$ cat src/verilog/fwp_pkg.sv
`default_nettype none
package fwp_pkg;
  // Register byte offsets
  localparam logic [7:0] OFF_STATUS = 8'h00;
  localparam logic [7:0] OFF_CONFIG = 8'h04;
  localparam logic [7:0] OFF_CMD = 8'h08;
  localparam logic [7:0] OFF_ADDR = 8'h0C;
  localparam logic [7:0] OFF_RESULT = 8'h10;
  localparam logic [7:0] OFF_RDPARAM = 8'h14;
  localparam logic [7:0] OFF_BANK = 8'h18;

  // Status byte fields
  localparam int unsigned ST_WEL = 1;
  localparam int unsigned ST_PL_LO = 2;
  localparam int unsigned ST_QUAD = 6;
  localparam int unsigned ST_LOCK = 7;
  localparam logic [7:0] STATUS_RST = 8'h00;

  // Config fields
  localparam int unsigned CFG_AREA = 0;
  localparam int unsigned CFG_BIG = 1;

  // Command register fields
  localparam int unsigned CMD_OP_LO = 0;
  localparam int unsigned CMD_DAT_LO = 8;

  // Result register fields
  localparam int unsigned RES_CODE_LO = 0;
  localparam int unsigned RES_OP_LO = 8;

  // Opcodes
  localparam logic [7:0] OP_WR_EN = 8'h06;
  localparam logic [7:0] OP_WRDI = 8'h04;
  localparam logic [7:0] OP_STATUS_WR = 8'h01;
  localparam logic [7:0] OP_ERASE_ALL_A = 8'hC7;
  localparam logic [7:0] OP_ERASE_ALL_B = 8'h60;
  localparam logic [7:0] OP_RDP_V_FREE = 8'hC0;
  localparam logic [7:0] OP_RDP_V = 8'h63;
  localparam logic [7:0] OP_BANK_V_FREE = 8'h17;
  localparam logic [7:0] OP_BANK_V = 8'hC5;

  // Block geometry
  localparam int unsigned BLK64_SHIFT = 16;
  localparam int unsigned BLK256_SHIFT = 18;
  localparam logic [9:0] BLK64_TOTAL = 10'h200;
  localparam logic [9:0] BLK256_TOTAL = 10'h080;
  localparam logic [9:0] CNT_C10 = 10'h180;
  localparam logic [9:0] CNT_C11 = 10'h1C0;
  localparam logic [9:0] CNT_C12 = 10'h1E0;
  localparam logic [9:0] CNT_C13 = 10'h1F0;
  localparam logic [9:0] CNT_C14 = 10'h1F8;

  // AXI responses
  localparam logic [1:0] RESP_OKAY = 2'h0;
  localparam logic [1:0] RESP_SLVERR = 2'h2;

  typedef enum logic [3:0] {
    FWP_RES_NONE = 4'h0,
    FWP_RES_ACCEPT = 4'h1,
    FWP_RES_NO_WEL = 4'h2,
    FWP_RES_PROTECTED = 4'h3,
    FWP_RES_LOCKED = 4'h4,
    FWP_RES_UNKNOWN = 4'h5
  } fwp_result_t;
endpackage
`default_nettype wire

$ cat src/verilog/fwp_prot_decode.sv
`timescale 1ns/1ps
`default_nettype none
module fwp_prot_decode #(
  parameter int unsigned ADDR_W = 25
) (
  // Protection setting
  input wire logic [3:0] code,
  input wire logic area_bottom,
  input wire logic big_blocks,
  // Target
  input wire logic [ADDR_W-1:0] addr,
  output logic hit
);
  logic [9:0] blk;
  logic [9:0] total;
  logic [9:0] count;
  logic [ADDR_W-1:0] shifted;

  always_comb begin
    total = big_blocks ? fwp_pkg::BLK256_TOTAL : fwp_pkg::BLK64_TOTAL;
    shifted = big_blocks ? (addr >> fwp_pkg::BLK256_SHIFT) : (addr >> fwp_pkg::BLK64_SHIFT);
    blk = shifted[9:0];
    count = 10'h000;
    if (code == 4'h0) begin
      count = 10'h000;
    end else if (big_blocks) begin
      count = code[3] ? fwp_pkg::BLK256_TOTAL : (10'h001 << (code - 4'h1));
    end else begin
      unique case (code)
        4'hA: count = fwp_pkg::CNT_C10;
        4'hB: count = fwp_pkg::CNT_C11;
        4'hC: count = fwp_pkg::CNT_C12;
        4'hD: count = fwp_pkg::CNT_C13;
        4'hE: count = fwp_pkg::CNT_C14;
        4'hF: count = fwp_pkg::BLK64_TOTAL;
        default: count = 10'h001 << (code - 4'h1);
      endcase
    end
    // Bottom run starts at block 0, top run ends at the last block
    if (area_bottom) begin
      hit = (count != 10'h000) && (blk < count);
    end else begin
      hit = (count != 10'h000) && (blk >= (total - count));
    end
  end
endmodule // fwp_prot_decode
`default_nettype wire

$ cat src/verilog/fwp_top.sv
// Overview of operation
// - C0h and 17h writes need no write enable
// - Four level bits form one protection code
// - Program or erase into protected run inhibited
// - Whole-array erase only when code is zero
// - Lock bit clear: status writable whenever write enable is set
// - Lock set, pin low: status writes ignored
// - Lock set, pin high: status write allowed
// - Quad off: pins are protect and hold
// - Quad on: pins are data lines three, four
// - 64KB codes 1-9 protect powers of two
// - 64KB codes 10-15 large runs, 0 none
// - Area select zero top, one bottom
// - 256KB codes 1-7 protect powers of two
// - 256KB top code bit protects all blocks
// - Level, quad and lock bits written only by opcode 01h
`timescale 1ns/1ps
`default_nettype none
module fwp_top #(
  parameter int unsigned AXI_AW = 8,
  parameter int unsigned ADDR_W = 25
) (
  // Clock and reset
  input wire logic aclk,
  input wire logic aresetn,
  // AXI4-Lite write address
  input wire logic [AXI_AW-1:0] s_axi_awaddr,
  input wire logic [2:0] s_axi_awprot,
  input wire logic s_axi_awvalid,
  output logic s_axi_awready,
  // AXI4-Lite write data
  input wire logic [31:0] s_axi_wdata,
  input wire logic [3:0] s_axi_wstrb,
  input wire logic s_axi_wvalid,
  output logic s_axi_wready,
  // AXI4-Lite write response
  output logic [1:0] s_axi_bresp,
  output logic s_axi_bvalid,
  input wire logic s_axi_bready,
  // AXI4-Lite read address
  input wire logic [AXI_AW-1:0] s_axi_araddr,
  input wire logic [2:0] s_axi_arprot,
  input wire logic s_axi_arvalid,
  output logic s_axi_arready,
  // AXI4-Lite read data
  output logic [31:0] s_axi_rdata,
  output logic [1:0] s_axi_rresp,
  output logic s_axi_rvalid,
  input wire logic s_axi_rready,
  // Shared pins
  input wire logic data_line_third_i,
  output logic data_line_third_o,
  output logic data_line_third_oe,
  input wire logic data_line_fourth_i,
  output logic data_line_fourth_o,
  output logic data_line_fourth_oe,
  // Quad data path, protect, hold and quad mode toward the serial core
  input wire logic [1:0] core_dq_o,
  input wire logic core_dq_oe,
  output logic [1:0] core_dq_i,
  output logic write_protect_n,
  output logic hold_reset_n,
  output logic quad_mode,
  // Granted program or erase toward the array
  output logic array_op_valid,
  output logic [7:0] array_op_code,
  output logic [ADDR_W-1:0] array_op_addr
);
  logic aw_held_ff;
  logic w_held_ff;
  logic [AXI_AW-1:0] awaddr_ff;
  logic [31:0] wdata_ff;
  logic [3:0] wstrb_ff;
  logic bvalid_ff;
  logic [1:0] bresp_ff;
  logic rvalid_ff;
  logic [1:0] rresp_ff;
  logic [31:0] rdata_ff;
  logic [7:0] status_ff;
  logic [1:0] config_ff;
  logic [ADDR_W-1:0] addr_ff;
  logic [15:0] result_ff;
  logic [7:0] rdparam_ff;
  logic [7:0] bank_ff;
  logic wp_level_ff;
  logic hold_level_ff;
  logic [1:0] dq_in_ff;
  logic [1:0] dq_out_ff;
  logic dq_oe_ff;
  logic op_valid_ff;
  logic [7:0] op_code_ff;
  logic [ADDR_W-1:0] op_addr_ff;

  logic wr_go;
  logic wr_mapped;
  logic [5:0] wr_word;
  logic [5:0] rd_word;
  logic cmd_fire;
  logic [7:0] cmd_op;
  logic [7:0] cmd_dat;
  logic prot_hit;
  logic [3:0] level_code;
  logic [7:0] nxt_status;
  logic [7:0] nxt_rdparam;
  logic [7:0] nxt_bank;
  fwp_pkg::fwp_result_t res;
  logic grant;
  logic [31:0] nxt_rdata;
  logic nxt_rmapped;

  function automatic logic is_prog_erase(input logic [7:0] op);
    unique case (op)
      8'h02, 8'h12, 8'h32, 8'h38, 8'h34, 8'h3E, 8'hD7, 8'h20, 8'h21,
      8'h52, 8'h5C, 8'hD8, 8'hDC: is_prog_erase = 1'b1;
      default: is_prog_erase = 1'b0;
    endcase
  endfunction

  assign level_code = status_ff[fwp_pkg::ST_PL_LO +: 4];

  // AXI write channel: address and data taken in either order
  assign s_axi_awready = !aw_held_ff && !bvalid_ff;
  assign s_axi_wready = !w_held_ff && !bvalid_ff;
  assign wr_go = aw_held_ff && w_held_ff && !bvalid_ff;
  assign wr_word = awaddr_ff[7:2];
  assign s_axi_bvalid = bvalid_ff;
  assign s_axi_bresp = bresp_ff;

  always_ff @(posedge aclk) begin
    if (!aresetn) begin
      aw_held_ff <= 1'b0;
      awaddr_ff <= '0;
    end else if (s_axi_awvalid && s_axi_awready) begin
      aw_held_ff <= 1'b1;
      awaddr_ff <= s_axi_awaddr;
    end else if (wr_go) begin
      aw_held_ff <= 1'b0;
    end
  end

  always_ff @(posedge aclk) begin
    if (!aresetn) begin
      w_held_ff <= 1'b0;
      wdata_ff <= 32'h0000_0000;
      wstrb_ff <= 4'h0;
    end else if (s_axi_wvalid && s_axi_wready) begin
      w_held_ff <= 1'b1;
      wdata_ff <= s_axi_wdata;
      wstrb_ff <= s_axi_wstrb;
    end else if (wr_go) begin
      w_held_ff <= 1'b0;
    end
  end

  always_comb begin
    unique case ({wr_word, 2'b00})
      fwp_pkg::OFF_STATUS, fwp_pkg::OFF_CONFIG, fwp_pkg::OFF_CMD, fwp_pkg::OFF_ADDR,
      fwp_pkg::OFF_RESULT, fwp_pkg::OFF_RDPARAM, fwp_pkg::OFF_BANK: wr_mapped = 1'b1;
      default: wr_mapped = 1'b0;
    endcase
  end

  always_ff @(posedge aclk) begin
    if (!aresetn) begin
      bvalid_ff <= 1'b0;
      bresp_ff <= fwp_pkg::RESP_OKAY;
    end else if (wr_go) begin
      bvalid_ff <= 1'b1;
      bresp_ff <= wr_mapped ? fwp_pkg::RESP_OKAY : fwp_pkg::RESP_SLVERR;
    end else if (s_axi_bready) begin
      bvalid_ff <= 1'b0;
    end
  end

  // Config: area select is one-time, once bottom it stays bottom
  always_ff @(posedge aclk) begin
    if (!aresetn) begin
      config_ff <= 2'h0;
    end else if (wr_go && ({wr_word, 2'b00} == fwp_pkg::OFF_CONFIG) && wstrb_ff[0]) begin
      config_ff[fwp_pkg::CFG_AREA] <= config_ff[fwp_pkg::CFG_AREA] | wdata_ff[fwp_pkg::CFG_AREA];
      config_ff[fwp_pkg::CFG_BIG] <= wdata_ff[fwp_pkg::CFG_BIG];
    end
  end

  // Target address, byte lanes honoured
  for (genvar b = 0; b < 4; b++) begin : g_addr_lane
    localparam int unsigned HI = ((b * 8 + 7) < ADDR_W) ? (b * 8 + 7) : (ADDR_W - 1);
    if (b * 8 < ADDR_W) begin : g_lane
      always_ff @(posedge aclk) begin
        if (!aresetn) begin
          addr_ff[HI:b*8] <= '0;
        end else if (wr_go && ({wr_word, 2'b00} == fwp_pkg::OFF_ADDR) && wstrb_ff[b]) begin
          addr_ff[HI:b*8] <= wdata_ff[HI:b*8];
        end
      end
    end
  end

  assign cmd_fire = wr_go && ({wr_word, 2'b00} == fwp_pkg::OFF_CMD) && wstrb_ff[0];
  assign cmd_op = wdata_ff[fwp_pkg::CMD_OP_LO +: 8];
  assign cmd_dat = wdata_ff[fwp_pkg::CMD_DAT_LO +: 8];

  fwp_prot_decode #(
    .ADDR_W(ADDR_W)
  ) u_decode (
    .code(level_code),
    .area_bottom(config_ff[fwp_pkg::CFG_AREA]),
    .big_blocks(config_ff[fwp_pkg::CFG_BIG]),
    .addr(addr_ff),
    .hit(prot_hit)
  );

  // Command evaluation
  always_comb begin
    nxt_status = status_ff;
    nxt_rdparam = rdparam_ff;
    nxt_bank = bank_ff;
    res = fwp_pkg::FWP_RES_NONE;
    grant = 1'b0;
    if (cmd_fire) begin
      res = fwp_pkg::FWP_RES_ACCEPT;
      unique case (cmd_op)
        fwp_pkg::OP_WR_EN: nxt_status[fwp_pkg::ST_WEL] = 1'b1;
        fwp_pkg::OP_WRDI: nxt_status[fwp_pkg::ST_WEL] = 1'b0;
        fwp_pkg::OP_STATUS_WR: begin
          if (!status_ff[fwp_pkg::ST_WEL]) begin
            res = fwp_pkg::FWP_RES_NO_WEL;
          end else if (status_ff[fwp_pkg::ST_LOCK] && !wp_level_ff) begin
            res = fwp_pkg::FWP_RES_LOCKED;
          end else begin
            // Only path that changes level, quad and lock bits
            nxt_status[fwp_pkg::ST_PL_LO +: 4] = cmd_dat[fwp_pkg::ST_PL_LO +: 4];
            nxt_status[fwp_pkg::ST_QUAD] = cmd_dat[fwp_pkg::ST_QUAD];
            nxt_status[fwp_pkg::ST_LOCK] = cmd_dat[fwp_pkg::ST_LOCK];
            nxt_status[fwp_pkg::ST_WEL] = 1'b0;
          end
        end
        fwp_pkg::OP_ERASE_ALL_A, fwp_pkg::OP_ERASE_ALL_B: begin
          if (!status_ff[fwp_pkg::ST_WEL]) begin
            res = fwp_pkg::FWP_RES_NO_WEL;
          end else if (level_code != 4'h0) begin
            res = fwp_pkg::FWP_RES_PROTECTED;
          end else begin
            grant = 1'b1;
            nxt_status[fwp_pkg::ST_WEL] = 1'b0;
          end
        end
        fwp_pkg::OP_RDP_V_FREE: nxt_rdparam = cmd_dat;
        fwp_pkg::OP_BANK_V_FREE: nxt_bank = cmd_dat;
        fwp_pkg::OP_RDP_V, fwp_pkg::OP_BANK_V: begin
          if (!status_ff[fwp_pkg::ST_WEL]) begin
            res = fwp_pkg::FWP_RES_NO_WEL;
          end else begin
            nxt_status[fwp_pkg::ST_WEL] = 1'b0;
            if (cmd_op == fwp_pkg::OP_RDP_V) begin
              nxt_rdparam = cmd_dat;
            end else begin
              nxt_bank = cmd_dat;
            end
          end
        end
        default: begin
          if (!is_prog_erase(cmd_op)) begin
            res = fwp_pkg::FWP_RES_UNKNOWN;
          end else if (!status_ff[fwp_pkg::ST_WEL]) begin
            res = fwp_pkg::FWP_RES_NO_WEL;
          end else if (prot_hit) begin
            res = fwp_pkg::FWP_RES_PROTECTED;
          end else begin
            grant = 1'b1;
            nxt_status[fwp_pkg::ST_WEL] = 1'b0;
          end
        end
      endcase
    end
  end

  always_ff @(posedge aclk) begin
    if (!aresetn) begin
      status_ff <= fwp_pkg::STATUS_RST;
      rdparam_ff <= 8'h00;
      bank_ff <= 8'h00;
    end else begin
      status_ff <= nxt_status;
      rdparam_ff <= nxt_rdparam;
      bank_ff <= nxt_bank;
    end
  end

  always_ff @(posedge aclk) begin
    if (!aresetn) begin
      result_ff <= 16'h0000;
    end else if (cmd_fire) begin
      result_ff <= {cmd_op, 4'h0, res};
    end
  end

  // Grant is a one-cycle pulse carrying the command
  always_ff @(posedge aclk) begin
    if (!aresetn) begin
      op_valid_ff <= 1'b0;
      op_code_ff <= 8'h00;
      op_addr_ff <= '0;
    end else begin
      op_valid_ff <= grant;
      if (grant) begin
        op_code_ff <= cmd_op;
        op_addr_ff <= addr_ff;
      end
    end
  end

  assign array_op_valid = op_valid_ff;
  assign array_op_code = op_code_ff;
  assign array_op_addr = op_addr_ff;

  // Shared pins; quad mode drops the protect and hold meaning
  always_ff @(posedge aclk) begin
    if (!aresetn) begin
      wp_level_ff <= 1'b1;
      hold_level_ff <= 1'b1;
      dq_in_ff <= 2'h0;
      dq_out_ff <= 2'h0;
      dq_oe_ff <= 1'b0;
    end else if (status_ff[fwp_pkg::ST_QUAD]) begin
      wp_level_ff <= 1'b1;
      hold_level_ff <= 1'b1;
      dq_in_ff <= {data_line_fourth_i, data_line_third_i};
      dq_out_ff <= core_dq_o;
      dq_oe_ff <= core_dq_oe;
    end else begin
      wp_level_ff <= data_line_third_i;
      hold_level_ff <= data_line_fourth_i;
      dq_in_ff <= 2'h0;
      dq_out_ff <= 2'h0;
      dq_oe_ff <= 1'b0;
    end
  end

  assign data_line_third_o = dq_out_ff[0];
  assign data_line_fourth_o = dq_out_ff[1];
  assign data_line_third_oe = dq_oe_ff;
  assign data_line_fourth_oe = dq_oe_ff;
  assign core_dq_i = dq_in_ff;
  assign write_protect_n = wp_level_ff;
  assign hold_reset_n = hold_level_ff;
  assign quad_mode = status_ff[fwp_pkg::ST_QUAD];

  // AXI read channel
  assign s_axi_arready = !rvalid_ff;
  assign rd_word = s_axi_araddr[7:2];
  assign s_axi_rvalid = rvalid_ff;
  assign s_axi_rdata = rdata_ff;
  assign s_axi_rresp = rresp_ff;

  always_comb begin
    nxt_rdata = 32'h0000_0000;
    nxt_rmapped = 1'b1;
    unique case ({rd_word, 2'b00})
      fwp_pkg::OFF_STATUS: nxt_rdata = {24'h00_0000, status_ff};
      fwp_pkg::OFF_CONFIG: nxt_rdata = {30'h0000_0000, config_ff};
      fwp_pkg::OFF_CMD: nxt_rdata = 32'h0000_0000;
      fwp_pkg::OFF_ADDR: nxt_rdata = 32'(addr_ff);
      fwp_pkg::OFF_RESULT: nxt_rdata = {16'h0000, result_ff};
      fwp_pkg::OFF_RDPARAM: nxt_rdata = {24'h00_0000, rdparam_ff};
      fwp_pkg::OFF_BANK: nxt_rdata = {24'h00_0000, bank_ff};
      default: nxt_rmapped = 1'b0;
    endcase
  end

  always_ff @(posedge aclk) begin
    if (!aresetn) begin
      rvalid_ff <= 1'b0;
      rdata_ff <= 32'h0000_0000;
      rresp_ff <= fwp_pkg::RESP_OKAY;
    end else if (s_axi_arvalid && s_axi_arready) begin
      rvalid_ff <= 1'b1;
      rdata_ff <= nxt_rdata;
      rresp_ff <= nxt_rmapped ? fwp_pkg::RESP_OKAY : fwp_pkg::RESP_SLVERR;
    end else if (s_axi_rready) begin
      rvalid_ff <= 1'b0;
    end
  end
endmodule // fwp_top
`default_nettype wire
$ cat config.mk
export PLATFORM = sky130hd
export DESIGN_NAME = fwp_top
export DESIGN_NICKNAME = d
export VERILOG_FILES = /design/src/verilog/fwp_pkg.sv /design/src/verilog/fwp_prot_decode.sv /design/src/verilog/fwp_top.sv
export SDC_FILE = /design/constraint.sdc
export NUM_CORES = 1
export LEC_CHECK = 0
export BUFFER_PORTS_ARGS = -buffer_cell sky130_fd_sc_hd__buf_2
export CORE_AREA = 8 8 149 151
export CTS_CLUSTER_DIAMETER = 60
export DETAILED_ROUTE_END_ITERATION = 8
export DIE_AREA = 0 0 157 159
export HOLD_SLACK_MARGIN = 0.15
export SYNTH_ARGS = -nofsm -noshare
export SYNTH_HDL_FRONTEND = slang
export SYNTH_SLANG_ARGS = --single-unit
$ cat constraint.sdc
create_clock -name aclk -period 4.1 [get_ports aclk]
set_clock_uncertainty 0.05 [all_clocks]
set_input_delay 0.41 -clock aclk [delete_from_list [all_inputs] [get_ports aclk]]
set_output_delay 0.41 -clock aclk [all_outputs]
set_load 0.02 [all_outputs]
==> run metrics <==
hold_ws=0.1637 ns; placed cell count=1,295; Clk Latency, worst-skew pair=0.44 ns; pin count of the biggest net entering global routing=76; final setup vio count=0; Die H=159 um; asr flop ratio synth=0; diodes inserted=0; CTS H-tree depth=4; Starting Density=0.3929; Congestion Overflow GR=0; CTS Buf Count=17; fmax=266.5 MHz; # rows=52; first-pass GRT wire length=35,060 um; Post-Syn Instances=952; WL per Instance=16.05 um; GR Util met3=0.04180; Synth top cells by count=nand2_1 (211), dfxtp_1 (168), a21oi_1 (108), nor2_1 (87), mux2i_1 (72); Yosys cell types=64; minimum clock period=3.752 ns; area grow syn2layout=19.00%; Crit Path Max Fanout=33; die width=157 um; Post-Route Setup TNS=0 ns; Core ar.=19,840 sq um; Hold Path End=wstrb_ff[0]; #FFs+latches synth=168; final hold violation count=0; synth warn=0; Post-route DRC=0; number of post-CTS setup repair buffers=0; antenna-violating nets left=0; reg2reg setup slack=0.35 ns; Post-synth EDFFs=0; Top Usage Layer GRT=met2; routability cong.=0.8225; Leakage=3.546 nW; initial antenna violation count=0; Crit Reg-Reg Startpoint=status_ff[3]; Synth area leader=dfxtp_1; total vias in the final route=6,841; fill count=1,995; cell area after synthesis=7797 sq um; Main synth FF type=dfxtp_1; Register-to-Register Path Depth=16; Post-Syn Area per Cell=8.191 sq um; post-synthesis sequential area ratio=0.4313; vias in the first global route=6,617; Max IR drop VDD=0.2823 mV; period utilisation layout=0.9151; final net count=1,148; Slew @ Worst Pin=1.083 ns; die area=24,960 sq um; Worst EP arrival=4.07 ns; Via-to-Cell Ratio=5.098; fin. max-slew vios=0; CTS tree=built; number of max-cap violations=0; GR Util All Layers=0.1751; CTS clk-pin slew, worst paths=0.07 ns; Yosys top cell area share=0.4313; DRT Pass-1 Iters=5; clk sinks=168; most common cell in the synthesized netlist=nand2_1; GRT met1 Usage=0.2372; Hold Path Origin=s_axi_wstrb[0]; Critical Path Start Type=flop; DP HPWL=15,550 um; Hold Path Cell Cnt=3; Worst EP required=4.42 ns; clock root buffer=clkbuf_16; met2 GRT Util=0.2686; WL final=21,540 um; worst hold path class=input port to flop; share of cells above drive strength 1=0.1800; reg2reg end=array_op_addr[9]; RSZ-0062 raised after global routing=no; pwr dens=373.4 nW/um^2; Max clock buf depth=2; worst setup path class=flop to flop; initial drt markers=541; CP Capture Type=flop; port bufs=127; Layout Cells excl Fill=1,342; status=completed; top post-synthesis cells by area=dfxtp_1 (43%), nand2_1 (10%), mux2i_1 (9.2%); number of primary I/O pins=154; slew margin rel.=0.2782
kinds of logic (layout without fill, tap and decap cells):
| group | Yosys count | in the layout | share of synthesized area |
|---|---|---|---|
| simple gates | 413 | 413 | 0.2389 |
| mux | 79 | 79 | 0.1040 |
| other cells | 1 | 9 | 0.0004809 |
| flops | 168 | 168 | 0.4313 |
| xor+xnor | 5 | 5 | 0.005616 |
| buf+inv | 84 | 196 | 0.04958 |
| fa+ha+maj | 19 | 19 | 0.03049 |
| compound gates | 183 | 183 | 0.1396 |
worst max-delay path: stages (launching register included):
cell and delay [ns]:
dfxtp_1 0.37, buf_4 0.19, nor2_1 0.11, nor2_1 0.05, o21ai_0 0.35, ha_1 0.34, a31oi_1 0.18, xor2_1 0.16
ha_1 0.25, and3_1 0.16, nand4_1 0.09, a21oi_1 0.05, nand4b_1 0.19, and4b_1 0.26, a2111oi_4 0.36, buf_12 0.30
mux2i_1 0.21
power breakdown:
group | total (mW) | internal (mW) | switching [mW]
combinational | 0.216 | 0.0773 | 0.138
clock | 1.54 | 0.804 | 0.738
sequential | 1.71 | 1.66 | 0.0462
metrics by stage:
stage               setup WS (ns)    util  total power [mW]  area, sq um
floorplan                  0.1962       -             1.876         7828
global placement           0.4219  0.4316             1.948         8564
detailed placement         0.3587  0.4316             1.949         8564
CTS                        0.3261  0.4676             3.492         9279
global route              0.01665  0.4676             3.597         9279
finish                     0.3481  0.4676             3.465         9279
layer usage:
metal,routed length (um),vias up
met4,346,0
met2,9746,178
met3,1161,22
met5,0,-
met1,10280,3183
li1,-,3458
worst max path at each step:
stage,start,end,cells past startpoint
3_5_place_dp,status_ff[3],array_op_addr[8],16
3_3_place_gp,status_ff[2],array_op_addr[12],17
4_1_cts,status_ff[3],array_op_addr[8],16
2_1_floorplan,status_ff[3],array_op_code[0],20
5_1_grt,status_ff[2],array_op_addr[18],17
6_report,status_ff[3],array_op_addr[9],16
cell usage in the layout, fill, tap and decap left out, types with 8 or more instances in the layout:
cell type / instances
ha_1: 19
nor2b_1: 10
clkbuf_16: 17
mux2i_1: 72
nand2b_1: 12
a22oi_1: 15
o21ai_0: 25
dfxtp_1: 168
nand3_1: 21
buf_2: 127
buf_4: 12
and3_1: 13
and2_1: 8
a21oi_1: 108
or3_1: 8
dlygate4sd3_1: 15
inv_1: 8
nor2_1: 87
nand2_1: 211
nor3_1: 11
conb_1: 9
sequential cells by signal (all words and copies together), names as in the netlist, 2 cells and up:
| signal | flops |
|---|---|
| addr_ff | 25 |
| result_ff | 11 |
| status_ff | 7 |
| s_axi_rdata | 25 |
| bank_ff | 8 |
| rdparam_ff | 8 |
| wdata_ff | 25 |
| awaddr_ff | 6 |
| dq_out_ff | 2 |
| wstrb_ff | 4 |
| array_op_addr | 25 |
| config_ff | 2 |
| core_dq_i | 2 |
| array_op_code | 8 |
timing repair:
item,4_1_cts,5_1_grt
resized for setup,0,0
hold buffers,15,0
endpoints found under the hold margin,15,0
area by class of cell:
type / instances / area (sq um) / area share
tap: 270 / 337.8 / 0.03641
clock buffer: 18 / 429.2 / 0.04625
inverter: 9 / 35.03 / 0.003776
multi-input combinational: 708 / 4083 / 0.4400
clock inverter: 14 / 135.1 / 0.01456
sequential: 168 / 3363 / 0.3625
timing repair buffer: 155 / 895.9 / 0.09655
No activity file was read; power rests on OpenSTA's default activity.
